### src/rtl/sma_pkg.sv
// shared constants and carriers for the static memory access control block
package sma_pkg;

	// width of every decoded setup, pulse and cycle length
	localparam int unsigned SMA_LEN_W = 9;
	// width of the float wait count field
	localparam int unsigned SMA_FLOAT_W = 4;
	// number of byte lanes on the widest bus
	localparam int unsigned SMA_LANES = 4;
	// synchroniser depth for the pin input and the reset release
	localparam int unsigned SMA_SYNC_DEPTH = 2;

	// wait handling mode codes
	localparam logic [1:0] SMA_WAIT_DISABLED = 2'h0;
	localparam logic [1:0] SMA_WAIT_RESERVED = 2'h1;
	localparam logic [1:0] SMA_WAIT_FROZEN   = 2'h2;
	localparam logic [1:0] SMA_WAIT_READY    = 2'h3;

	// bus width codes
	localparam logic [1:0] SMA_BW_8        = 2'h0;
	localparam logic [1:0] SMA_BW_16       = 2'h1;
	localparam logic [1:0] SMA_BW_32       = 2'h2;
	localparam logic [1:0] SMA_BW_RESERVED = 2'h3;

	// lane masks that each bus width allows
	localparam logic [3:0] SMA_MASK_8  = 4'h1;
	localparam logic [3:0] SMA_MASK_16 = 4'h3;
	localparam logic [3:0] SMA_MASK_32 = 4'hf;

	// values after reset
	localparam logic [8:0] SMA_CNT_RST   = 9'h000;
	localparam logic [4:0] SMA_FLOAT_RST = 5'h00;
	localparam logic       SMA_STB_RST   = 1'b1;
	localparam logic [3:0] SMA_LANE_RST  = 4'hf;
	localparam logic [1:0] SMA_RST_SYNC  = 2'h0;
	localparam logic [1:0] SMA_WAIT_SYNC = 2'h3;

	// timing of one access direction, already decoded to cycles
	typedef struct packed {
		logic [8:0] cs_setup;
		logic [8:0] cs_pulse;
		logic [8:0] st_setup;
		logic [8:0] st_pulse;
		logic [8:0] cycle;
	} sma_timing_t;

	// per chip select mode configuration
	typedef struct packed {
		logic       byte_lane_style;
		logic [1:0] wait_handling_mode;
		logic       float_overlap_enable;
		logic [3:0] float_wait_count;
		logic [1:0] bus_width_code;
		logic       read_ctrl_sel;
		logic       write_ctrl_sel;
	} sma_cfg_t;

	// strobes as they leave the block
	typedef struct packed {
		logic       select_strobe_n;
		logic       read_strobe_n;
		logic       write_strobe_n;
		logic [3:0] byte_write_strobe_n;
		logic [3:0] byte_lane_select_n;
	} sma_pins_t;

	// engine states
	typedef enum logic [0:0] {
		SMA_IDLE,
		SMA_RUN
	} sma_state_t;

endpackage

### src/rtl/sma_sync.sv
// two flip-flop synchroniser for levels entering the clock domain
module sma_sync
	import sma_pkg::*;
#(
	parameter int unsigned     WIDTH     = 1,
	parameter logic [WIDTH-1:0] RST_VALUE = '0
) (
	input  wire logic             clk,
	input  wire logic             rstn,
	input  wire logic [WIDTH-1:0] din,
	output logic      [WIDTH-1:0] dout
);

	logic [WIDTH-1:0] meta_reg;

	initial begin
		if (WIDTH < 1) begin
			$error("sma_sync width must be at least one");
		end
	end

	// first stage feeds only the second stage
	always_ff @(posedge clk or negedge rstn) begin
		if (!rstn) begin
			meta_reg <= RST_VALUE;
			dout     <= RST_VALUE;
		end else begin
			meta_reg <= din;
			dout     <= meta_reg;
		end
	end

endmodule

### src/rtl/sma_phase.sv
// decodes one strobe's setup and pulse window from the cycle counter
module sma_phase
	import sma_pkg::*;
#(
	parameter int unsigned LEN_W = SMA_LEN_W
) (
	input  wire logic [LEN_W-1:0] count,
	input  wire logic [LEN_W-1:0] setup,
	input  wire logic [LEN_W-1:0] pulse,
	output logic                  active,
	output logic                  last,
	output logic                  in_setup
);

	logic [LEN_W:0] pulse_end;

	// one extra bit keeps setup plus pulse from wrapping
	assign pulse_end = {1'b0, setup} + {1'b0, pulse};
	assign in_setup  = {1'b0, count} < {1'b0, setup};
	assign active    = !in_setup && ({1'b0, count} < pulse_end);
	assign last      = active && (({1'b0, count} + {{LEN_W{1'b0}}, 1'b1}) == pulse_end);

endmodule

### src/rtl/sma_access.sv
// access engine of one static memory chip select: strobes, wait input, float time
// What this block does
// - lane style only matters on 16/32-bit bus
// - style 1: per-byte write strobes, plain reads
// - style 0: write strobe plus byte lane selects
// - wait input sampled only in controlling pulse
// - wait mode codes; disabled ignores wait input
// - frozen mode halts cycle, resumes same point
// - ready mode extends pulse end while low
// - write selector 1: write strobe controls writes
// - write selector 0: select strobe controls writes
// - read selector 1: read strobe, busy after rise
// - read selector 1: float follows read strobe rise
// - read selector 0: select strobe controls reads
// - float period plus one turnaround cycle busy
// - bus width codes 8, 16, 32, reserved
// - overlap float with next setup when enabled
module sma_access
	import sma_pkg::*;
#(
	parameter int unsigned LEN_W = SMA_LEN_W
) (
	input  wire logic        clk,
	input  wire logic        rstn,
	input  wire sma_cfg_t    cfg,
	input  wire sma_timing_t rd_timing,
	input  wire sma_timing_t wr_timing,
	input  wire logic        req_valid,
	input  wire logic        req_write,
	input  wire logic [3:0]  req_byte_en,
	output logic             req_ready,
	output logic             access_done,
	output logic             access_frozen,
	output logic             bus_busy,
	output logic             select_strobe_n,
	output logic             read_strobe_n,
	output logic             write_strobe_n,
	output logic             byte0_write_strobe_n,
	output logic             byte1_write_strobe_n,
	output logic             byte2_write_strobe_n,
	output logic             byte3_write_strobe_n,
	output logic             byte0_lane_select_n,
	output logic             byte1_lane_select_n,
	output logic             byte2_lane_select_n,
	output logic             byte3_lane_select_n,
	input  wire logic        external_wait_n
);

	initial begin
		if (LEN_W != SMA_LEN_W) begin
			$error("sma_access length width must match the timing carrier");
		end
	end

	// lane mask for a bus width code, the reserved code acts as 8-bit
	function automatic logic [3:0] lane_mask(input logic [1:0] code);
		case (code)
			SMA_BW_16: lane_mask = SMA_MASK_16;
			SMA_BW_32: lane_mask = SMA_MASK_32;
			default:   lane_mask = SMA_MASK_8;
		endcase
	endfunction

	logic             rst_sync_n;
	logic             wait_n_sync;
	sma_state_t       state_reg;
	sma_state_t       state_next;
	logic [LEN_W-1:0] count_reg;
	logic [LEN_W-1:0] count_next;
	logic             write_reg;
	logic [3:0]       byte_en_reg;
	logic [4:0]       float_reg;
	logic [4:0]       float_next;
	sma_pins_t        pins_reg;
	sma_pins_t        pins_next;
	logic             done_reg;
	logic             frozen_reg;

	// reset release passes two flip-flops
	sma_sync #(
		.WIDTH     (1),
		.RST_VALUE (1'b0)
	) u_rst_sync (
		.clk  (clk),
		.rstn (rstn),
		.din  (1'b1),
		.dout (rst_sync_n)
	);

	// wait pin is asynchronous to clk
	sma_sync #(
		.WIDTH     (1),
		.RST_VALUE (1'b1)
	) u_wait_sync (
		.clk  (clk),
		.rstn (rst_sync_n),
		.din  (external_wait_n),
		.dout (wait_n_sync)
	);

	// timing of the access in flight and of a request waiting to start
	sma_timing_t tim_cur;
	sma_timing_t tim_req;
	assign tim_cur = write_reg ? wr_timing : rd_timing;
	assign tim_req = req_write ? wr_timing : rd_timing;

	// phase windows of the two timed strobes, select and read/write
	logic cs_active, cs_last, cs_setup;
	logic st_active, st_last, st_setup;

	sma_phase #(
		.LEN_W (LEN_W)
	) u_cs_phase (
		.count    (count_reg),
		.setup    (tim_cur.cs_setup),
		.pulse    (tim_cur.cs_pulse),
		.active   (cs_active),
		.last     (cs_last),
		.in_setup (cs_setup)
	);

	sma_phase #(
		.LEN_W (LEN_W)
	) u_st_phase (
		.count    (count_reg),
		.setup    (tim_cur.st_setup),
		.pulse    (tim_cur.st_pulse),
		.active   (st_active),
		.last     (st_last),
		.in_setup (st_setup)
	);

	// controlling strobe selection per direction
	wire ctrl_sel    = write_reg ? cfg.write_ctrl_sel : cfg.read_ctrl_sel;
	wire ctrl_active = ctrl_sel ? st_active : cs_active;
	wire ctrl_last   = ctrl_sel ? st_last : cs_last;
	wire running     = (state_reg == SMA_RUN);

	// wait input is looked at only inside the controlling pulse
	wire wait_seen   = running && ctrl_active && !wait_n_sync;
	wire mode_frozen = (cfg.wait_handling_mode == SMA_WAIT_FROZEN);
	wire mode_ready  = (cfg.wait_handling_mode == SMA_WAIT_READY);
	wire freeze      = mode_frozen && wait_seen;
	// ready mode only checks on the last pulse cycle, so the pulse stretches
	wire stretch     = mode_ready && wait_seen && ctrl_last;
	wire hold_count  = freeze || stretch;

	// end of access; a zero cycle length still takes one cycle
	wire [LEN_W-1:0] last_count = (tim_cur.cycle == '0) ? '0 : tim_cur.cycle - 1'b1;
	wire cycle_end  = running && !hold_count && (count_reg >= last_count);

	// a read's controlling strobe rises after its last pulse cycle
	wire read_rise  = running && !write_reg && ctrl_last && !hold_count;

	// start condition: wait out the float time, or hide it in the next setup
	wire req_ctrl_sel      = req_write ? cfg.write_ctrl_sel : cfg.read_ctrl_sel;
	wire [LEN_W-1:0] req_setup = req_ctrl_sel ? tim_req.st_setup : tim_req.cs_setup;
	wire float_clear       = (float_reg == '0);
	wire float_hidden      = cfg.float_overlap_enable &&
				 ({{(LEN_W-5){1'b0}}, float_reg} <= req_setup);
	wire start_ok          = !running && (float_clear || float_hidden);
	wire start             = req_valid && start_ok;

	assign req_ready = start_ok;

	// engine state and counter
	always_comb begin
		state_next = state_reg;
		count_next = count_reg;
		if (start) begin
			state_next = SMA_RUN;
			count_next = '0;
		end else if (cycle_end) begin
			state_next = SMA_IDLE;
			count_next = '0;
		end else if (running && !hold_count) begin
			count_next = count_reg + 1'b1;
		end
	end

	// float period plus one turnaround cycle; a new read rise reloads it
	always_comb begin
		float_next = float_reg;
		if (read_rise) begin
			float_next = {1'b0, cfg.float_wait_count} + 5'h01;
		end else if (!float_clear) begin
			float_next = float_reg - 5'h01;
		end
	end

	// byte lanes that the bus width lets through
	wire [3:0] lanes    = byte_en_reg & lane_mask(cfg.bus_width_code);
	// the lane style only exists on a 16 or 32-bit bus
	wire       wide_bus = (cfg.bus_width_code == SMA_BW_16) ||
			      (cfg.bus_width_code == SMA_BW_32);
	wire       style_wr = wide_bus && cfg.byte_lane_style;
	wire       rd_pulse = running && !write_reg && st_active;
	wire       wr_pulse = running && write_reg && st_active;
	wire       cs_pulse = running && cs_active;

	// next pin levels; frozen counter keeps them steady by construction
	always_comb begin
		pins_next = '{
			select_strobe_n:     SMA_STB_RST,
			read_strobe_n:       SMA_STB_RST,
			write_strobe_n:      SMA_STB_RST,
			byte_write_strobe_n: SMA_LANE_RST,
			byte_lane_select_n:  SMA_LANE_RST
		};
		pins_next.select_strobe_n = !cs_pulse;
		pins_next.read_strobe_n   = !rd_pulse;
		if (style_wr) begin
			pins_next.byte_write_strobe_n = ~({4{wr_pulse}} & lanes);
		end else begin
			pins_next.write_strobe_n = !wr_pulse;
		end
		// lane selects belong to style 0 only, reads of style 1 leave them idle
		if (wide_bus && !cfg.byte_lane_style) begin
			pins_next.byte_lane_select_n = ~({4{cs_pulse}} & lanes);
		end
	end

	// registered state; the counter simply does not move while frozen
	always_ff @(posedge clk or negedge rst_sync_n) begin
		if (!rst_sync_n) begin
			state_reg <= SMA_IDLE;
			count_reg <= SMA_CNT_RST;
			float_reg <= SMA_FLOAT_RST;
		end else begin
			state_reg <= state_next;
			count_reg <= count_next;
			float_reg <= float_next;
		end
	end

	// request fields are captured at start and kept for the whole access
	always_ff @(posedge clk or negedge rst_sync_n) begin
		if (!rst_sync_n) begin
			write_reg   <= 1'b0;
			byte_en_reg <= 4'h0;
		end else if (start) begin
			write_reg   <= req_write;
			byte_en_reg <= req_byte_en;
		end
	end

	// pins and status leave from flip-flops, one cycle after the counter
	always_ff @(posedge clk or negedge rst_sync_n) begin
		if (!rst_sync_n) begin
			pins_reg   <= '{
				select_strobe_n:     SMA_STB_RST,
				read_strobe_n:       SMA_STB_RST,
				write_strobe_n:      SMA_STB_RST,
				byte_write_strobe_n: SMA_LANE_RST,
				byte_lane_select_n:  SMA_LANE_RST
			};
			done_reg   <= 1'b0;
			frozen_reg <= 1'b0;
		end else begin
			pins_reg   <= pins_next;
			done_reg   <= cycle_end;
			frozen_reg <= freeze;
		end
	end

	// status outputs
	assign access_done   = done_reg;
	assign access_frozen = frozen_reg;
	assign bus_busy      = !float_clear;

	// pin outputs
	assign select_strobe_n      = pins_reg.select_strobe_n;
	assign read_strobe_n        = pins_reg.read_strobe_n;
	assign write_strobe_n       = pins_reg.write_strobe_n;
	assign byte0_write_strobe_n = pins_reg.byte_write_strobe_n[0];
	assign byte1_write_strobe_n = pins_reg.byte_write_strobe_n[1];
	assign byte2_write_strobe_n = pins_reg.byte_write_strobe_n[2];
	assign byte3_write_strobe_n = pins_reg.byte_write_strobe_n[3];
	assign byte0_lane_select_n  = pins_reg.byte_lane_select_n[0];
	assign byte1_lane_select_n  = pins_reg.byte_lane_select_n[1];
	assign byte2_lane_select_n  = pins_reg.byte_lane_select_n[2];
	assign byte3_lane_select_n  = pins_reg.byte_lane_select_n[3];

endmodule

### config.mk
export PLATFORM = sky130hd
export DESIGN_NAME = sma_access
export DESIGN_NICKNAME = d
export VERILOG_FILES = /design/src/rtl/sma_pkg.sv /design/src/rtl/sma_sync.sv /design/src/rtl/sma_phase.sv /design/src/rtl/sma_access.sv
export SDC_FILE = /design/constraint.sdc
export NUM_CORES = 1
export LEC_CHECK = 0
export BUFFER_PORTS_ARGS = -buffer_cell sky130_fd_sc_hd__buf_2
export CAP_MARGIN = 20
export CORE_ASPECT_RATIO = 1.25
export CORE_MARGIN = 4
export CORE_UTILIZATION = 51
export CTS_CLUSTER_SIZE = 8
export DETAILED_ROUTE_END_ITERATION = 8
export PLACE_DENSITY = 0.76
export SLEW_MARGIN = 20
export SYNTH_ARGS = -nofsm -noshare
export SYNTH_HDL_FRONTEND = slang
export SYNTH_HIERARCHICAL = 1
export SYNTH_SLANG_ARGS = --single-unit
### constraint.sdc
create_clock -name clk -period 2.11 [get_ports clk]
set_clock_uncertainty 0.1 [all_clocks]
set_input_delay 0 -clock clk [delete_from_list [all_inputs] [get_ports clk]]
set_output_delay 0 -clock clk [all_outputs]
set_load 0.02 [all_outputs]
==> results.sh, run 1 <==
export IMPL_synthTopCellsByArea="ha_1 (18%), dfrtp_1 (11%), mux2_2 (6.9%), dfstp_2 (6.5%), nand2_1 (4.7%)"
export IMPL_synth_cell_types=69
export IMPL_syn_to_final_growth_pct=60.8
export IMPL_dpl_cell_area_um2=7400
export IMPL_core_area_um2=10100
export IMPL_cts_tree="built"
export IMPL_max_freq_ghz=0.211
export IMPL_cp_num_buf_inv=3
export IMPL_synth_edf_count=0
export IMPL_switching_power_mw=5.31
export IMPL_drtIter0Drc=434
export IMPL_drv_cap=0
export IMPL_power_density_nw_per_um2=1410
export IMPL_synthDominantCellAreaShare=0.177
export IMPL_period_minus_slack_ps=4730
export IMPL_finalCritPeriodShare=2.24
export IMPL_syn_num_nets=805
export IMPL_hold_path_class="input port to flip-flop"
export IMPL_crit_chain="buf_12 > mux2_4 > ha_4 > inv_2 > fa_2 > nor2b_4 > o21ai_1 > nand2b_1 > xnor2_2 > ha_1 > o21a_1 > o211ai_1 > a31oi_1 > a211o_1 > a21o_1 > a21o_1 > a2111oi_4 > nand2b_4 > mux2i_4 > o31ai_4 > buf_6 > nand2_2 > o21ai_1"
export IMPL_synth_area_per_cell_um2=8.47
export IMPL_cts_made_buffers=5
export IMPL_start_util=0.521
export IMPL_wire_per_inst_um=21.4
export IMPL_largest_reg_flops=9
export IMPL_crit_type="flip-flop to flip-flop"
export IMPL_finalSetupTns_ps=-66720
export IMPL_fin_nets=1122
export IMPL_irDropWorstVdd_mv=0.571
export IMPL_post_place_ws_ps=-2530
export IMPL_setup_violations_final=29
export IMPL_io_buffers=125
export IMPL_multiInputGateArea_um2=4660
export IMPL_end_kind="flip-flop"
export IMPL_syn_area_um2=5240
export IMPL_drc=0
export IMPL_drive_above_1_share=0.481
export IMPL_critPathLaunchType="flip-flop"
export IMPL_synth_flop_cell="dfrtp_1"
export IMPL_final_common_cell="buf_4"
export IMPL_worstHoldEndpoint="write_reg$_DFFE_PN0P_"
export IMPL_status="finished with violations"
export IMPL_worstPathMaxFanout=8
export IMPL_slowest_delay_ps=500
export IMPL_worstHoldStart="req_write"
export IMPL_grt_pass1_vias=6763
export IMPL_die_width_um=98.6
export IMPL_firstDrtPassIters=5
export IMPL_final_cell_mix="buf_4 (167), buf_2 (125), nand2_1 (61)"
export IMPL_slowest_stage="dfrtp_2"
export IMPL_cts_sinks=37
export IMPL_ys_warnings_count=6
export IMPL_fillerInstances=520
export IMPL_fp_dieH_um=121
export IMPL_hpwl_um=14800
export IMPL_worstPathArrival_ps=4830
export IMPL_clockBufferDepth=2
export IMPL_grt_pass1_wl_um=33300
export IMPL_final_area_um2=8420
export IMPL_detail_route_antenna_nets=0
export IMPL_synth_top_cell_by_area="ha_1"
export IMPL_pwr_share_clk=0.085
export IMPL_rsz0062_at_grt="yes"
export IMPL_htree_levels=2
export IMPL_power_mw=11.9
export IMPL_die_area_um2=12000
export IMPL_hold_violations=0
export IMPL_p_seq_frac=0.100
export IMPL_cp_required_ps=2210
export IMPL_drt_wl_total_um=22800
export IMPL_p_comb_frac=0.815
export IMPL_io_pins=126
export IMPL_whs_path_depth=3
export IMPL_r2r_cells=23
export IMPL_p_int_mw=6.58
export IMPL_gr_total_overflow=0
export IMPL_avgViaCountPerCell=6.12
export IMPL_dr_total_vias=6518
export IMPL_grt_max_degree=36
export IMPL_rrSetupSlack_ps=-2620
export IMPL_violations="setup timing"
export IMPL_synthCells=618
export IMPL_drv_slew=0
export IMPL_seqCellArea_um2=943
export IMPL_ys_seq_area_frac=0.180
export IMPL_netSwitchingFraction=0.447
export IMPL_clockRootBuffer="clkbuf_16"
export IMPL_worst_slack_ps=-2620
export IMPL_worstSkewPairLatency_ps=290
export IMPL_row_count=41
export IMPL_cpLargestDelayFamily="compound AO/OA/AOI/OAI gates"
export IMPL_antenna_found_initial=0
export IMPL_diodes=0
export IMPL_leakagePower_nw=4.02
export IMPL_gp_congestion=0.999
export IMPL_async_flop_share=1.00
export IMPL_grt_total_usage=0.349
export IMPL_hold_ws_ps=3.04
export IMPL_synth_seq_cells=37
export IMPL_regToRegStartpoint="write_reg$_DFFE_PN0P_"
export IMPL_reg2reg_to="count_reg[7]$_DFFE_PN0P_"
export IMPL_clk_pin_slew_ps=60
-- tightest hold or removal path: stages --
cell	delay [ps]
buf_2	130
buf_4	120
mux2_1	110
-- per-layer routing --
metal | share of wire | vias up | GRT usage
met5 | 0 | - | 0
met2 | 0.51 | 428 | 0.661
met1 | 0.34 | 3049 | 0.352
li1 | - | 2891 | -
met3 | 0.070 | 150 | 0.0546
met4 | 0.084 | 0 | 0.213
-- through the flow --
| step | util | cells |
|---|---|---|
| after floorplan | - | 618 |
| after detailed placement | 0.736 | 1023 |
| final | 0.837 | 1065 |
| after global routing | 0.837 | 1065 |
| after CTS | 0.810 | 1057 |
| after global placement | 0.736 | 1023 |
-- layout make-up --
type / count / share of cell area
Clock buffer: 5 / 0.0149
Clock inverter: 3 / 0.00817
Inverter: 35 / 0.0168
Multi-Input combinational cell: 532 / 0.554
Sequential cell: 37 / 0.112
Tap cell: 129 / 0.0192
Timing Repair Buffer: 324 / 0.275
-- cell usage after synthesis (all sizes together) (2+ instances only) --
cell	instances
a2111oi	2
a211o	2
a211oi	6
a21o	9
a21oi	36
a221oi	2
a31oi	8
and2	5
and3	2
and4	2
buf	10
clkbuf	5
dfrtp	24
dfstp	13
fa	2
ha	74
inv	35
mux2	47
mux2i	23
nand2	66
nand2b	13
nand3	18
nand3b	2
nand4	10
nor2	29
nor2b	11
nor3	21
nor3b	3
nor4	4
o2111ai	3
o211a	2
o211ai	14
o21a	4
o21ai	37
o31a	3
or2	5
or3	4
xnor2	26
xor2	21
-- power groups by stage --
| stage | clock network, mW | registers (mW) | logic (mW) |
|---|---|---|---|
| floorplan | 0 | 1.20 | 4.73 |
| global placement | 0 | 1.11 | 7.49 |
| detailed placement | 0 | 1.12 | 7.82 |
| CTS | 0.995 | 1.13 | 8.66 |
| global route | 1.04 | 1.19 | 10.3 |
| finish | 1.01 | 1.19 | 9.68 |
-- logic make-up after synthesis --
family | Yosys count | share of synthesized area
simple gates | 199 | 0.194
compound gates | 138 | 0.173
fa+ha+maj | 76 | 0.184
mux | 70 | 0.149
buf+inv | 50 | 0.0389
xor+xnor | 47 | 0.0800
flops | 37 | 0.180
other cells | 1 | 0.000716
-- repair_timing --
item / CTS / global route
buffers inserted: 9 / 7
cloned: 3 / 1
pin swaps: 35 / 16
resized for setup: 51 / 37
endpoints found under the hold margin: 18 / 0
endpoints found under the setup margin: 33 / 34
hold buffers: 14 / 0
-- how the worst max path moves through the flow --
stage	from	to	slack [ps]	cells past startpoint
after floorplan	write_reg$_DFFE_PN0P_	float_reg[1]$_DFFE_PN0P_	-2610	21
after global placement	write_reg$_DFFE_PN0P_	float_reg[1]$_DFFE_PN0P_	-2400	18
after detailed placement	write_reg$_DFFE_PN0P_	float_reg[4]$_DFFE_PN0P_	-2530	19
after CTS	write_reg$_DFFE_PN0P_	count_reg[6]$_DFFE_PN0P_	-2470	23
after global routing	write_reg$_DFFE_PN0P_	float_reg[4]$_DFFE_PN0P_	-2790	21
final	write_reg$_DFFE_PN0P_	count_reg[7]$_DFFE_PN0P_	-2620	23
Power figures use the tool's default switching activity.
==> run 2, diff against run 1 <==
--- a/config.mk
+++ b/config.mk
@@ -5,6 +5,7 @@
 export SDC_FILE = /design/constraint.sdc
 export NUM_CORES = 1
 export LEC_CHECK = 0
+export ABC_AREA = 1
 export BUFFER_PORTS_ARGS = -buffer_cell sky130_fd_sc_hd__buf_2
 export CAP_MARGIN = 20
 export CORE_ASPECT_RATIO = 1.25
@@ -12,7 +13,7 @@
 export CORE_UTILIZATION = 51
 export CTS_CLUSTER_SIZE = 8
 export DETAILED_ROUTE_END_ITERATION = 8
-export PLACE_DENSITY = 0.76
+export PLACE_DENSITY = 0.75
 export SLEW_MARGIN = 20
 export SYNTH_ARGS = -nofsm -noshare
 export SYNTH_HDL_FRONTEND = slang
==> results.sh, run 2 <==
export IMPL_reg2reg_to="count_reg[1]$_DFFE_PN0P_"
export IMPL_syn_num_nets=1107
export IMPL_drv_cap=0
export IMPL_drv_slew=0
export IMPL_worstPathMaxFanout=6
export IMPL_whs_path_depth=5
export IMPL_io_pins=126
export IMPL_synthCells=920
export IMPL_fp_dieH_um=127
export IMPL_ys_warnings_count=6
export IMPL_largest_reg_flops=9
export IMPL_end_kind="flip-flop"
export IMPL_slowest_delay_ps=440
export IMPL_worstSkewPairLatency_ps=290
export IMPL_io_buffers=125
export IMPL_fin_cells=1372
export IMPL_hold_violations=0
export IMPL_clockBufferDepth=2
export IMPL_finalCritPeriodShare=1.92
export IMPL_clockRootBuffer="clkbuf_16"
export IMPL_cts_sinks=37
export IMPL_final_area_um2=8920
export IMPL_seqCellArea_um2=943
export IMPL_met1_usage=0.332
export IMPL_core_area_um2=11100
export IMPL_rsz0062_at_grt="yes"
export IMPL_clk_pin_slew_ps=60
export IMPL_leakagePower_nw=4.84
export IMPL_fin_nets=1423
export IMPL_hold_path_class="input port to flip-flop"
export IMPL_dr_total_vias=7538
export IMPL_grt_max_degree=36
export IMPL_grt_pass1_wl_um=30500
export IMPL_drt_wl_total_um=22600
export IMPL_grt_util_met2=0.532
export IMPL_hpwl_um=14600
export IMPL_worst_slack_ps=-1940
export IMPL_irDropWorstVdd_mv=0.794
export IMPL_drtIter0Drc=680
export IMPL_crit_type="flip-flop to flip-flop"
export IMPL_worstHoldStart="cfg[3]"
export IMPL_rrSetupSlack_ps=-1940
export IMPL_gr_total_overflow=0
export IMPL_dp_cells=1322
export IMPL_row_count=43
export IMPL_worstHoldEndpoint="byte2_write_strobe_n$_DFF_PN1_"
export IMPL_synth_area_per_cell_um2=6.25
export IMPL_grt_total_usage=0.289
export IMPL_use_met3=0.0358
export IMPL_cp_required_ps=2170
export IMPL_cts_made_buffers=5
export IMPL_grt_pass1_vias=6845
export IMPL_avgViaCountPerCell=5.49
export IMPL_wire_per_inst_um=16.5
export IMPL_power_mw=12.9
export IMPL_dpl_cell_area_um2=7700
export IMPL_crit_top_cell="nand2_1"
export IMPL_final_cell_mix="nand2_1 (281), buf_4 (158), buf_2 (123)"
export IMPL_max_freq_ghz=0.247
export IMPL_violations="setup timing"
export IMPL_power_density_nw_per_um2=1440
export IMPL_slew_headroom=0.657
export IMPL_tightest_slew_ps=515
export IMPL_final_common_cell="nand2_1"
export IMPL_critPathLaunchType="flip-flop"
export IMPL_syn_to_final_growth_pct=55.1
export IMPL_htree_levels=2
export IMPL_worstPathArrival_ps=4120
export IMPL_fillerInstances=703
export IMPL_detail_route_antenna_nets=0
export IMPL_slowest_stage="dfrtp_2"
export IMPL_drc=0
export IMPL_setup_violations_final=34
export IMPL_die_width_um=103
export IMPL_status="finished with violations"
export IMPL_syn_area_um2=5750
export IMPL_diodes=0
export IMPL_cts_tree="built"
export IMPL_antenna_found_initial=0
export IMPL_period_minus_slack_ps=4050
export IMPL_start_util=0.519
export IMPL_gp_congestion=0.938
export IMPL_multiInputGateArea_um2=4810
export IMPL_die_area_um2=13000
export IMPL_r2r_cells=31
export IMPL_firstDrtPassIters=5
export IMPL_regToRegStartpoint="write_reg$_DFFE_PN0P_"
export IMPL_top_usage_layer="met2"
export IMPL_drive_above_1_share=0.392
## run 2: worst max path at each step
stage	from	to
floorplan	write_reg$_DFFE_PN0P_	count_reg[4]$_DFFE_PN0P_
global placement	write_reg$_DFFE_PN0P_	running$_DFFE_PN0P_
detailed placement	write_reg$_DFFE_PN0P_	running$_DFFE_PN0P_
CTS	write_reg$_DFFE_PN0P_	count_reg[2]$_DFFE_PN0P_
global route	write_reg$_DFFE_PN0P_	count_reg[1]$_DFFE_PN0P_
finish	write_reg$_DFFE_PN0P_	count_reg[1]$_DFFE_PN0P_
## run 2: worst max-delay path, delay by kind of cell, from the launching register on
family,cells,cell delay (ps)
and+or+nand+nor,17,1480
adders and majority gates,3,800
buffers and inverters,7,680
DFF,1,440
AOI/OAI and AO/OA,4,430
## run 2: layout make-up
type                            count  share of cell area
Sequential cell                    37               0.106
Clock inverter                      3             0.00519
Timing Repair inverter              1            0.000982
Timing Repair Buffer              320               0.255
Clock buffer                        5              0.0140
Inverter                          137              0.0603
Tap cell                          135              0.0189
Multi-Input combinational cell    734               0.539
## run 2: what timing repair did
item	CTS	global route
pin swaps	16	32
gates resized for setup	58	105
setup endpoints to repair	29	34
endpoints found under the hold margin	16	0
hold buffers	14	0
cloned	2	3
setup buffers	13	12
## run 2: per-stage QoR
| stage | util | setup WS, ps | hold WS [ps] | setup TNS [ps] |
|---|---|---|---|---|
| floorplan | - | -1580 | -396 | -39580 |
| global placement | 0.695 | -1740 | -314 | -45290 |
| detailed placement | 0.695 | -1830 | -311 | -47310 |
| CTS | 0.751 | -1690 | 22.8 | -42500 |
| global route | 0.805 | -2090 | 103 | -52640 |
| finish | 0.805 | -1940 | 89.4 | -47700 |
## run 2: power by group
group | internal, mW | switching [mW] | leakage (nW)
combinational | 4.88 | 5.92 | 4.33
clock | 0.559 | 0.310 | 0.0800
sequential | 0.905 | 0.276 | 0.436
## run 2: metal layers
metal / vias up / part of all wire
li1: 3585 / -
met1: 3437 / 0.36
met2: 395 / 0.51
met3: 121 / 0.071
met4: 0 / 0.060
met5: - / 0
==> run 3, diff against run 2 <==
--- a/config.mk
+++ b/config.mk
@@ -10,10 +10,10 @@
 export CAP_MARGIN = 20
 export CORE_ASPECT_RATIO = 1.25
 export CORE_MARGIN = 4
-export CORE_UTILIZATION = 51
+export CORE_UTILIZATION = 25
 export CTS_CLUSTER_SIZE = 8
 export DETAILED_ROUTE_END_ITERATION = 8
-export PLACE_DENSITY = 0.75
+export PLACE_DENSITY = 0.42
 export SLEW_MARGIN = 20
 export SYNTH_ARGS = -nofsm -noshare
 export SYNTH_HDL_FRONTEND = slang
==> results.sh, run 3 (same netlist as run 2, synthesis figures left out) <==
export IMPL_cts_made_buffers=5
export IMPL_core_area_um2=22400
export IMPL_io_buffers=125
export IMPL_io_pins=126
export IMPL_grt_pass1_vias=6704
export IMPL_dp_cells=1482
export IMPL_die_width_um=144
export IMPL_clk_pin_slew_ps=60
export IMPL_hold_ws_ps=35.9
export IMPL_power_density_nw_per_um2=1390
export IMPL_largest_reg_flops=9
export IMPL_finalCoreUtilization=0.413
export IMPL_gp_congestion=0.817
export IMPL_antenna_found_initial=0
export IMPL_hold_path_class="input port to flip-flop"
export IMPL_cts_sinks=37
export IMPL_crit_top_cell="nand2_1"
export IMPL_period_minus_slack_ps=3850
export IMPL_grt_max_degree=23
export IMPL_drc=0
export IMPL_drive_above_1_share=0.393
export IMPL_worst_slack_ps=-1740
export IMPL_critPathLaunchType="flip-flop"
export IMPL_fin_nets=1427
export IMPL_grt_total_usage=0.163
export IMPL_dpl_cell_area_um2=8030
export IMPL_pwr_share_clk=0.055
export IMPL_netSwitchingFraction=0.487
export IMPL_clockBufferDepth=2
export IMPL_cts_tree="built"
export IMPL_die_area_um2=25500
export IMPL_p_int_mw=6.58
export IMPL_power_mw=12.8
export IMPL_end_kind="flip-flop"
export IMPL_rsz0062_at_grt="yes"
export IMPL_wire_per_inst_um=13.7
export IMPL_worstPathMaxFanout=7
export IMPL_avgViaCountPerCell=4.39
export IMPL_finalCritPeriodShare=1.82
export IMPL_fp_dieH_um=178
export IMPL_p_seq_frac=0.090
export IMPL_firstDrtPassIters=4
export IMPL_final_cell_mix="nand2_1 (291), buf_4 (163), buf_2 (123)"
export IMPL_irDropWorstVdd_mv=0.594
export IMPL_status="finished with violations"
export IMPL_drtIter0Drc=208
export IMPL_row_count=61
export IMPL_syn_to_final_growth_pct=61.0
export IMPL_final_common_cell="nand2_1"
export IMPL_hold_violations=0
export IMPL_cp_num_buf_inv=6
export IMPL_leakagePower_nw=4.87
export IMPL_grt_pass1_wl_um=33500
export IMPL_slowest_stage="dfrtp_2"
export IMPL_p_comb_frac=0.855
export IMPL_detail_route_antenna_nets=0
export IMPL_cp_required_ps=2170
export IMPL_gr_total_overflow=0
export IMPL_max_freq_ghz=0.260
export IMPL_drv_cap=0
export IMPL_fin_cells=1524
export IMPL_setup_violations_final=28
export IMPL_hpwl_um=17700
export IMPL_post_place_ws_ps=-2190
export IMPL_diodes=0
export IMPL_slowest_delay_ps=460
export IMPL_tightest_slew_ps=601
export IMPL_switching_power_mw=6.26
export IMPL_start_util=0.256
export IMPL_slew_headroom=0.599
export IMPL_cpLargestDelayFamily="simple AND/OR/NAND/NOR gates"
export IMPL_htree_levels=2
export IMPL_finalSetupTns_ps=-43460
export IMPL_final_area_um2=9260
export IMPL_crit_type="flip-flop to flip-flop"
export IMPL_violations="setup timing"
export IMPL_worstSkewPairLatency_ps=280
export IMPL_worstPathArrival_ps=3900
export IMPL_drv_slew=0
export IMPL_drt_wl_total_um=20900
export IMPL_dr_total_vias=6694
export IMPL_clockRootBuffer="clkbuf_16"
## run 3: cell count changes in the layout (fill, tap and decap cells not counted), moves of 5 or more
cell / before / now
nand2_2: 43 / 30
nand3_1: 81 / 75
buf_4: 158 / 163
ha_1: 59 / 54
nand2_1: 281 / 291
buf_12: 3 / 9
ha_4: 15 / 20
## run 3: layer usage
layer  track usage  vias up  part of all wire
met5             0        -                 0
met2         0.294      120              0.49
met3        0.0162       14             0.034
met1         0.214     2967              0.46
met4        0.0228        0             0.010
li1              -     3593                 -
## run 3: area by class of cell
| type | instances | area (µm²) |
|---|---|---|
| sequential | 37 | 943 |
| timing repair buffer | 325 | 2360 |
| tap | 283 | 354 |
| inverter | 137 | 537 |
| clock buffer | 8 | 136 |
| fill | 2403 | 13200 |
| multi-input combinational | 734 | 4930 |
## run 3: worst paths after layout
kind | start | end | slack, ps | cells past startpoint
hold reg to reg | u_rst_sync/dout$_DFF_PN0_ | u_wait_sync/dout$_DFF_PN1_ | 160 | 0
max in group asynchronous | u_rst_sync/dout$_DFF_PN0_ | count_reg[0]$_DFFE_PN0P_ | 1200 | 1
setup reg to reg | write_reg$_DFFE_PN0P_ | running$_DFFE_PN0P_ | -1740 | 27
min in group asynchronous | u_rst_sync/dout$_DFF_PN0_ | u_wait_sync/dout$_DFF_PN1_ | 160 | 0
setup / recovery | write_reg$_DFFE_PN0P_ | running$_DFFE_PN0P_ | -1740 | 27
hold / removal | cfg[5] | float_reg[1]$_DFFE_PN0P_ | 40 | 4
## run 3: timing repair
item                                   4_1_cts  5_1_grt
setup buffers                               16        6
setup endpoints to repair                   34       33
resized for setup                           78       87
pin swaps                                   14       34
hold buffers                                14        1
cloned                                       1        1
endpoints found under the hold margin       17        1
## run 3: power groups by stage
| stage | logic, mW | registers (mW) | clock network [mW] |
|---|---|---|---|
| floorplan | 5.70 | 1.21 | 0 |
| global placement | 9.03 | 1.16 | 0 |
| detailed placement | 9.03 | 1.16 | 0 |
| CTS | 10.1 | 1.14 | 0.721 |
| global route | 12.4 | 1.18 | 0.765 |
| finish | 11.0 | 1.15 | 0.705 |
## run 3: tightest hold or removal path: stages
cell and delay [ps]:
buf_2 90, ha_1 140, nand3_1 80, nand3_1 80
